File: config.mk
export PLATFORM = sky130hd
export DESIGN_NAME = dlp_wiper_ctrl
export DESIGN_NICKNAME = d
export VERILOG_FILES = /design/src/core/dlp_wiper_ctrl_unused_guard.v /design/src/core/dlp_wiper_apply.v /design/src/core/dlp_wiper_ctrl.v
export VERILOG_INCLUDE_DIRS = /design/src /design/src/pkg
export SDC_FILE = /design/constraint.sdc
export NUM_CORES = 1
export LEC_CHECK = 0
export BUFFER_PORTS_ARGS = -buffer_cell sky130_fd_sc_hd__buf_4
export CAP_MARGIN = 10
export CORE_AREA = 4 4 114 116
export CTS_BUF_LIST = sky130_fd_sc_hd__clkbuf_8
export CTS_CLUSTER_DIAMETER = 60
export DETAILED_ROUTE_END_ITERATION = 6
export DIE_AREA = 0 0 118 120
export HOLD_SLACK_MARGIN = 0.08
export PLACE_DENSITY = 0.85
export SLEW_MARGIN = 20
export SYNTH_ARGS = -nofsm -noshare
export SYNTH_HDL_FRONTEND = slang
export SYNTH_HIERARCHICAL = 1
export SYNTH_SLANG_ARGS = --single-unit
export TNS_END_PERCENT = 5
File: constraint.sdc
create_clock -name sys_clk -period 4.4 [get_ports sys_clk]
set_clock_uncertainty 0.05 [all_clocks]
set_input_delay 1.32 -clock sys_clk [delete_from_list [all_inputs] [get_ports sys_clk]]
set_output_delay 1.32 -clock sys_clk [all_outputs]
set_load 0.05 [all_outputs]
File: src/pkg/dlp_defs.vh
`ifndef DLP_DEFS_VH
`define DLP_DEFS_VH
`define DLP_CLK_NS 40
`define DLP_READY_NS 10000
`define DLP_READY_CYC (`DLP_READY_NS / `DLP_CLK_NS)
`define DLP_ZC_WIN_MS 50
`define DLP_ZC_WIN_CYC (`DLP_ZC_WIN_MS * 1000000 / `DLP_CLK_NS)
`define DLP_DEV_CODE 4'h5
`define DLP_CODE_HI 7
`define DLP_CODE_LO 4
`define DLP_SEL_HI 3
`define DLP_SEL_LO 1
`define DLP_RW_BIT 0
`define DLP_CMD_POT0 8'ha9
`define DLP_CMD_POT1 8'haa
`define DLP_CMD_BOTH 8'haf
`define DLP_CMD_ZC_ON 8'hbd
`define DLP_CMD_ZC_OFF 8'hbe
`define DLP_POS_RESET 8'h3f
`define DLP_MUTE_BIT 6
`define DLP_TAP_MUTE 7'h40
`define DLP_IDX_ADDR 3'h0
`define DLP_IDX_CMD 3'h1
`define DLP_IDX_D0 3'h2
`define DLP_IDX_D1 3'h3
`endif

File: src/core/dlp_wiper_ctrl_unused_guard.v
`timescale 1ns/1ns

File: src/core/dlp_wiper_apply.v
`timescale 1ns/1ns
`default_nettype none
`include "dlp_defs.vh"
module dlp_wiper_apply #(
	parameter WIN_CYC = `DLP_ZC_WIN_CYC,
	parameter CNT_W = 21
) (
	input wire sys_clk,
	input wire rst_b,
	input wire load,
	input wire [7:0] load_val,
	input wire zc_en,
	input wire zero_cross_in,
	output reg [6:0] wiper_tap_r
);
	// Wide copy first so the cut to the counter width is deliberate
	localparam [31:0] WIN_LAST_W = WIN_CYC - 1;
	localparam [CNT_W-1:0] WIN_LAST = WIN_LAST_W[CNT_W-1:0];
	localparam [CNT_W-1:0] CNT_ONE = {{(CNT_W-1){1'b0}}, 1'b1};

	reg zc_m_r;
	reg zc_s_r;
	reg pend_r;
	reg [7:0] pend_val_r;
	reg [CNT_W-1:0] win_cnt_r;

	function [6:0] tap_of;
		input [7:0] v;
		begin
			// Bit 7 ignored; mute bit overrides the step bits
			if (v[`DLP_MUTE_BIT])
				tap_of = `DLP_TAP_MUTE;
			else
				tap_of = {1'b0, v[5:0]};
		end
	endfunction

	always @(posedge sys_clk or negedge rst_b) begin
		if (!rst_b) begin
			zc_m_r <= 1'b0;
			zc_s_r <= 1'b0;
			pend_r <= 1'b0;
			pend_val_r <= `DLP_POS_RESET;
			win_cnt_r <= {CNT_W{1'b0}};
			wiper_tap_r <= `DLP_TAP_MUTE - 7'h01;
		end else begin
			zc_m_r <= zero_cross_in;
			zc_s_r <= zc_m_r;
			if (load) begin
				pend_val_r <= load_val;
				win_cnt_r <= {CNT_W{1'b0}};
				if (zc_en) begin
					pend_r <= 1'b1;
				end else begin
					pend_r <= 1'b0;
					wiper_tap_r <= tap_of(load_val);
				end
			end else if (pend_r && (zc_s_r || !zc_en || win_cnt_r == WIN_LAST)) begin
				pend_r <= 1'b0;
				wiper_tap_r <= tap_of(pend_val_r);
			end else if (pend_r) begin
				win_cnt_r <= win_cnt_r + CNT_ONE;
			end
		end
	end
endmodule
`default_nettype wire

File: src/core/dlp_wiper_ctrl.v
// How it works
// - Two 8-bit wiper registers, 65 taps each
// - Bits 0-5 pick tap, 1 dB steps
// - Bit 6 set forces mute tap
// - Bit 7 ignored for tap selection
// - Tap 64 is low terminal, mute
// - Zero value selects high terminal tap
// - Serial port answers within 10 us
// - Both wipers reset to position 63
// - Three address pins give bus address
// - Write wipers singly or together, read back
// - Zero-crossing mode switched by serial commands
// - Zero-crossing on: update at crossing, per pot
// - Window starts at write acknowledge
// - No crossing in 50 ms: update anyway
// - Zero-crossing off: update at acknowledge
// - Zero-crossing enabled after power-up
// - Device is slave only, master clocks
// - Data line open drain, clock input
// - Data change during clock high is control
// - Address byte code and select must match, direction bit taken as given
// - All bytes most significant bit first
// - Read returns pot0 then pot1 bytes
`timescale 1ns/1ns
`default_nettype none
`include "dlp_defs.vh"
module dlp_wiper_ctrl #(
	parameter ZC_WIN_CYC = `DLP_ZC_WIN_CYC,
	parameter ZC_CNT_W = 21
) (
	input wire sys_clk,
	input wire rst_b,
	input wire scl_in,
	input wire sda_in,
	output reg sda_out_r,
	output reg sda_oe_b_r,
	input wire addr_sel_bit0,
	input wire addr_sel_bit1,
	input wire addr_sel_bit2,
	input wire pot0_zero_cross,
	input wire pot1_zero_cross,
	output wire [6:0] pot0_wiper_tap,
	output wire [6:0] pot1_wiper_tap,
	output reg zc_enabled_r,
	output reg bus_ready_r
);
	localparam [4:0] ST_IDLE = 5'h01;
	localparam [4:0] ST_RX = 5'h02;
	localparam [4:0] ST_ACK = 5'h04;
	localparam [4:0] ST_TX = 5'h08;
	localparam [4:0] ST_RACK = 5'h10;
	localparam [31:0] READY_LAST_W = `DLP_READY_CYC - 1;
	localparam [8:0] READY_LAST = READY_LAST_W[8:0];
	localparam [3:0] BITS_PER_BYTE = 4'h8;

	reg scl_m_r;
	reg scl_s_r;
	reg scl_q_r;
	reg sda_m_r;
	reg sda_s_r;
	reg sda_q_r;
	reg [2:0] addr_m_r;
	reg [2:0] addr_s_r;
	reg [8:0] ready_cnt_r;
	reg [4:0] state_r;
	reg [3:0] bit_cnt_r;
	reg [2:0] byte_idx_r;
	reg [7:0] shift_r;
	reg [7:0] tx_r;
	reg [7:0] cmd_r;
	reg rw_r;
	reg rd_sel_r;
	reg [7:0] pos0_r;
	reg [7:0] pos1_r;
	reg [1:0] load_r;
	reg [7:0] load_val_r;
	wire [13:0] tap_bus;
	wire scl_rise;
	wire scl_fall;
	wire start_det;
	wire stop_det;
	wire [1:0] zc_in;

	// Which wipers a data byte at this position writes
	function [1:0] wr_mask;
		input [7:0] cmd;
		input [2:0] idx;
		begin
			wr_mask = 2'b00;
			case (cmd)
			`DLP_CMD_POT0: begin
				if (idx == `DLP_IDX_D0)
					wr_mask = 2'b01;
				else if (idx == `DLP_IDX_D1)
					wr_mask = 2'b10;
			end
			`DLP_CMD_POT1: begin
				if (idx == `DLP_IDX_D0)
					wr_mask = 2'b10;
			end
			`DLP_CMD_BOTH: begin
				if (idx == `DLP_IDX_D0)
					wr_mask = 2'b11;
			end
			default: begin
				wr_mask = 2'b00;
			end
			endcase
		end
	endfunction

	function cmd_ok;
		input [7:0] cmd;
		begin
			cmd_ok = (cmd == `DLP_CMD_POT0) || (cmd == `DLP_CMD_POT1) || (cmd == `DLP_CMD_BOTH) ||
				(cmd == `DLP_CMD_ZC_ON) || (cmd == `DLP_CMD_ZC_OFF);
		end
	endfunction

	assign scl_rise = scl_s_r & ~scl_q_r;
	assign scl_fall = ~scl_s_r & scl_q_r;
	// Edge on data while clock stays high is a bus condition
	assign start_det = scl_s_r & scl_q_r & sda_q_r & ~sda_s_r;
	assign stop_det = scl_s_r & scl_q_r & ~sda_q_r & sda_s_r;
	assign zc_in = {pot1_zero_cross, pot0_zero_cross};
	assign pot0_wiper_tap = tap_bus[6:0];
	assign pot1_wiper_tap = tap_bus[13:7];

	genvar g;
	generate
		for (g = 0; g < 2; g = g + 1) begin : g_pot
			dlp_wiper_apply #(
				.WIN_CYC(ZC_WIN_CYC),
				.CNT_W(ZC_CNT_W)
			) u_apply (
				.sys_clk(sys_clk),
				.rst_b(rst_b),
				.load(load_r[g]),
				.load_val(load_val_r),
				.zc_en(zc_enabled_r),
				.zero_cross_in(zc_in[g]),
				.wiper_tap_r(tap_bus[g*7 +: 7])
			);
		end
	endgenerate

	// Master owns the clock; pins pass two flops before use
	always @(posedge sys_clk or negedge rst_b) begin
		if (!rst_b) begin
			scl_m_r <= 1'b1;
			scl_s_r <= 1'b1;
			scl_q_r <= 1'b1;
			sda_m_r <= 1'b1;
			sda_s_r <= 1'b1;
			sda_q_r <= 1'b1;
			addr_m_r <= 3'h0;
			addr_s_r <= 3'h0;
		end else begin
			scl_m_r <= scl_in;
			scl_s_r <= scl_m_r;
			scl_q_r <= scl_s_r;
			sda_m_r <= sda_in;
			sda_s_r <= sda_m_r;
			sda_q_r <= sda_s_r;
			addr_m_r <= {addr_sel_bit2, addr_sel_bit1, addr_sel_bit0};
			addr_s_r <= addr_m_r;
		end
	end

	always @(posedge sys_clk or negedge rst_b) begin
		if (!rst_b) begin
			ready_cnt_r <= 9'h000;
			bus_ready_r <= 1'b0;
		end else if (ready_cnt_r != READY_LAST) begin
			ready_cnt_r <= ready_cnt_r + 9'h001;
		end else begin
			bus_ready_r <= 1'b1;
		end
	end

	always @(posedge sys_clk or negedge rst_b) begin
		if (!rst_b) begin
			state_r <= ST_IDLE;
			sda_out_r <= 1'b0;
			sda_oe_b_r <= 1'b1;
			bit_cnt_r <= 4'h0;
			byte_idx_r <= `DLP_IDX_ADDR;
			shift_r <= 8'h00;
			tx_r <= 8'h00;
			cmd_r <= 8'h00;
			rw_r <= 1'b0;
			rd_sel_r <= 1'b0;
			pos0_r <= `DLP_POS_RESET;
			pos1_r <= `DLP_POS_RESET;
			load_r <= 2'b00;
			load_val_r <= `DLP_POS_RESET;
			zc_enabled_r <= 1'b1;
		end else begin
			load_r <= 2'b00;
			sda_out_r <= 1'b0;
			// Bus is ignored until the power-up hold-off ends
			if (!bus_ready_r) begin
				state_r <= ST_IDLE;
				sda_oe_b_r <= 1'b1;
			end else if (stop_det) begin
				state_r <= ST_IDLE;
				sda_oe_b_r <= 1'b1;
			end else if (start_det) begin
				state_r <= ST_RX;
				sda_oe_b_r <= 1'b1;
				bit_cnt_r <= 4'h0;
				byte_idx_r <= `DLP_IDX_ADDR;
			end else begin
				case (state_r)
				ST_RX: begin
					if (scl_rise) begin
						shift_r <= {shift_r[6:0], sda_s_r};
						bit_cnt_r <= bit_cnt_r + 4'h1;
					end else if (scl_fall && bit_cnt_r == BITS_PER_BYTE) begin
						state_r <= ST_IDLE;
						if (byte_idx_r == `DLP_IDX_ADDR) begin
							if (shift_r[`DLP_CODE_HI:`DLP_CODE_LO] == `DLP_DEV_CODE &&
								shift_r[`DLP_SEL_HI:`DLP_SEL_LO] == addr_s_r) begin
								rw_r <= shift_r[`DLP_RW_BIT];
								state_r <= ST_ACK;
								sda_oe_b_r <= 1'b0;
							end
						end else if (byte_idx_r == `DLP_IDX_CMD) begin
							cmd_r <= shift_r;
							if (cmd_ok(shift_r)) begin
								state_r <= ST_ACK;
								sda_oe_b_r <= 1'b0;
							end
						end else if (wr_mask(cmd_r, byte_idx_r) != 2'b00) begin
							load_val_r <= shift_r;
							state_r <= ST_ACK;
							sda_oe_b_r <= 1'b0;
						end
					end
				end
				ST_ACK: begin
					// Acknowledge clock ends here; actions take effect now
					if (scl_fall) begin
						bit_cnt_r <= 4'h0;
						if (byte_idx_r == `DLP_IDX_ADDR && rw_r) begin
							state_r <= ST_TX;
							tx_r <= pos0_r;
							sda_oe_b_r <= pos0_r[7];
							rd_sel_r <= 1'b0;
						end else begin
							state_r <= ST_RX;
							sda_oe_b_r <= 1'b1;
							if (byte_idx_r != `DLP_IDX_D1)
								byte_idx_r <= byte_idx_r + 3'h1;
							if (byte_idx_r == `DLP_IDX_CMD) begin
								if (cmd_r == `DLP_CMD_ZC_ON)
									zc_enabled_r <= 1'b1;
								else if (cmd_r == `DLP_CMD_ZC_OFF)
									zc_enabled_r <= 1'b0;
							end else begin
								load_r <= wr_mask(cmd_r, byte_idx_r);
								if (wr_mask(cmd_r, byte_idx_r) == 2'b01 || wr_mask(cmd_r, byte_idx_r) == 2'b11)
									pos0_r <= load_val_r;
								if (wr_mask(cmd_r, byte_idx_r) == 2'b10 || wr_mask(cmd_r, byte_idx_r) == 2'b11)
									pos1_r <= load_val_r;
							end
						end
					end
				end
				ST_TX: begin
					if (scl_rise) begin
						bit_cnt_r <= bit_cnt_r + 4'h1;
					end else if (scl_fall) begin
						if (bit_cnt_r == BITS_PER_BYTE) begin
							state_r <= ST_RACK;
							sda_oe_b_r <= 1'b1;
						end else begin
							tx_r <= {tx_r[6:0], 1'b0};
							sda_oe_b_r <= tx_r[6];
						end
					end
				end
				ST_RACK: begin
					// Master not acknowledging ends the read; line stays released
					if (scl_rise) begin
						if (sda_s_r)
							state_r <= ST_IDLE;
						else
							rd_sel_r <= ~rd_sel_r;
					end else if (scl_fall) begin
						state_r <= ST_TX;
						bit_cnt_r <= 4'h0;
						tx_r <= rd_sel_r ? pos1_r : pos0_r;
						sda_oe_b_r <= rd_sel_r ? pos1_r[7] : pos0_r[7];
					end
				end
				default: begin
					state_r <= ST_IDLE;
					sda_oe_b_r <= 1'b1;
				end
				endcase
			end
		end
	end
endmodule
`default_nettype wire

==> metrics <==
post-route design area=8780 um2; RSZ-0062 raised after global routing=false; Root Driver=clkbuf_8; drt first pass iters=5; max-cap check violation count=0; core area=11900 um2; DR vias=5329; Fin. Hold Viols=0; Post-Place Cell Area=8330 um2; #FFs+latches synth=163; max incr delay on CP=0.69 ns; Die Span X=118 um; Switching Share=21.2%; Inserted Diodes=0; minimum clock period=2.76 ns; CTS Buf Count=17; DR WL/cell=17.5 um; final worst slack=1.64 ns; clock sinks=163; clock share of power=43.6%; filler instances=813; Row Count=40; number of H-tree levels=4; Worst-Skew Late Latency=0.47 ns; Post-Syn Area=8050 um2; Post-CTS Setup Inserts=0; initial antenna violation count=0; CTS tree=done; NetSw=0.000586 W; Tcrit/Tclk final=62.8%; cell breakdown of the critical path=buf_4; largest net degree at the start of global routing=95; Rel. slew slack=30.5%; first-pass GRT wire length=26.6 mm; total global routing overflow=0; Max VDD drop=0.272 mV; sequential power share=54.7%; area leader, netlist=dfrtp_1; syn_nets=724; hpwl dp=10.6 mm; Vias/cell=6.01; hold crit path type=reg2reg; GPL Wtd Cong=0.908; most numerous cell in the Yosys netlist=dfrtp_1; Overall Global Routing Usage=23.4%; internal power=0.00218 W; Worst Path Arrival=1.39 ns; CTS max path bufs=2; clk slew on worst S/H paths=0.08 ns; Required @ worst endpoint=3.03 ns; Total Wirelength=15.5 mm; die area=14200 um2; ranking of synthesized cells by area=dfrtp_1 (35%), dfstp_2 (17%), mux2_2 (6.4%), mux2_4 (4.1%), xor2_1 (4.0%); port bufs=25; top cells by count, synth=dfrtp_1 (112), nor2_1 (61), nand2_1 (56); Netlist cell types=75; Setup crit end kind=output port; DRT antenna net count=0; DP Worst Slack=1.89 ns; Syn-to-layout area delta=9.08%; vias in the first global route=5481; status=completed; Post-CTS Resized=0; warnings from Yosys=6; PwrDens=316 nW/um2; Synth Area per Inst=11.4 um2; ys async rst share=100%; Max Fclk=362 MHz; critical-path maximum fanout=11; post-synth top area share=34.8%; cell family with most CP delay=flip-flops; Detailed Route Iter0 Violations=410; setup_tns=0 ns; Leak=3.89 nW; starting density of the core=67.6%; io pins=27; hold buffers post-CTS=0; WP buf/inv=1; nets@finish=747; predominant post-synthesis flop cell=dfrtp_1; Seq/Total Area, Yosys=51.5%; ratio of cells with drive above 1 in the final layout=29.2%; fin. max-slew vios=0; Post-synth EDFFs=0; startpoint types=register; Combinational Power Share=1.7%; Post-Syn Instances=704; Slew @ Worst Pin=1.04 ns; Die Ht=120 um; WS Path Type=reg2out; slowest cell on the critical path=dfstp_2; drc violations=0; final setup fails=0
[power groups by stage]
stage | Combinational, W | Sequential, W | Clock [W]
after floorplan | 0.0000141 | 0.00154 | 0
after global placement | 0.0000485 | 0.00154 | 0
after detailed placement | 0.0000499 | 0.00154 | 0
after CTS | 0.0000504 | 0.00152 | 0.00123
after global routing | 0.0000559 | 0.00152 | 0.00131
final | 0.0000481 | 0.00152 | 0.00121
[metal layers]
| layer | wire length [um] | up-vias | track usage, % |
|---|---|---|---|
| li1 | - | 2531 | - |
| met1 | 6920 | 2634 | 30.1 |
| met2 | 7580 | 135 | 38.2 |
| met3 | 665 | 29 | 6.08 |
| met4 | 330 | 0 | 9.16 |
| met5 | 0 | - | 0 |
[cells in the final DEF (no fill, tap or decap), types with 14 or more instances in the layout]
master and count:
a21oi_1 20, a22o_1 14, buf_4 27, clkbuf_8 20, dfrtp_1 111, dfstp_2 51, mux2_2 46, mux2_4 22
nand2_1 56, nand3_1 25, nand4_1 16, nor2_1 61, o21ai_0 37, xnor2_1 15, xor2_1 37
[metrics by stage]
stage / utilization (%) / total power (W) / instances / hold WS (ns)
after floorplan: - / 0.00155 / 704 / 0.281
after global placement: 69.9 / 0.00159 / 855 / 0.281
after detailed placement: 69.9 / 0.00159 / 855 / 0.287
after CTS: 73.7 / 0.00279 / 887 / 0.305
after global routing: 73.7 / 0.00288 / 887 / 0.315
final: 73.7 / 0.00277 / 887 / 0.302
[registers in the layout, summed over array words and instances, names as in the netlist, 8 cells and up]
register                   flops
g_pot.u_apply/win_cnt_r       42
g_pot.u_apply/pend_val_r      14
g_pot.u_apply/wiper_tap_r     14
ready_cnt_r                    9
cmd_r                          8
load_val_r                     8
pos0_r                         8
pos1_r                         8
shift_r                        8
[logic make-up after synthesis]
| group | synth area share [%] |
|---|---|
| other | 0.0466 |
| AO/OA/AOI/OAI | 7.93 |
| buffers and inverters | 2.16 |
| flip-flops | 51.5 |
| XOR/XNOR | 5.66 |
| AND/OR/NAND/NOR | 19.4 |
| multiplexers | 11.7 |
| adder cells (fa/ha/maj) | 1.71 |
[final cells by class]
| class | instances | area [um2] | area share [%] |
|---|---|---|---|
| clock inverters | 12 | 178 | 2.02 |
| inverters | 14 | 52.6 | 0.598 |
| repair buffers | 28 | 214 | 2.44 |
| clock buffers | 20 | 275 | 3.13 |
| flip-flops and latches | 163 | 4140 | 47.2 |
| well taps | 147 | 184 | 2.09 |
| multi-input cells | 503 | 3730 | 42.5 |
[path summary, 6_finish.rpt]
| check | cells after the start | slack, ns | end | startpoint |
|---|---|---|---|---|
| max | 1 | 1.64 | zc_enabled_r | zc_enabled_r |
| min in group asynchronous | 1 | 0.86 | g_pot[1].u_apply/wiper_tap_r[6] | rst_b |
| max reg2reg | 8 | 1.83 | tx_r[6] | byte_idx_r[0] |
| max in group asynchronous | 2 | 2.56 | g_pot[0].u_apply/pend_val_r[5] | rst_b |
| min reg2reg | 0 | 0.30 | addr_s_r[2] | addr_m_r[2] |
| min | 0 | 0.30 | addr_s_r[2] | addr_m_r[2] |
Note: power is estimated with default switching activity, not from simulation.
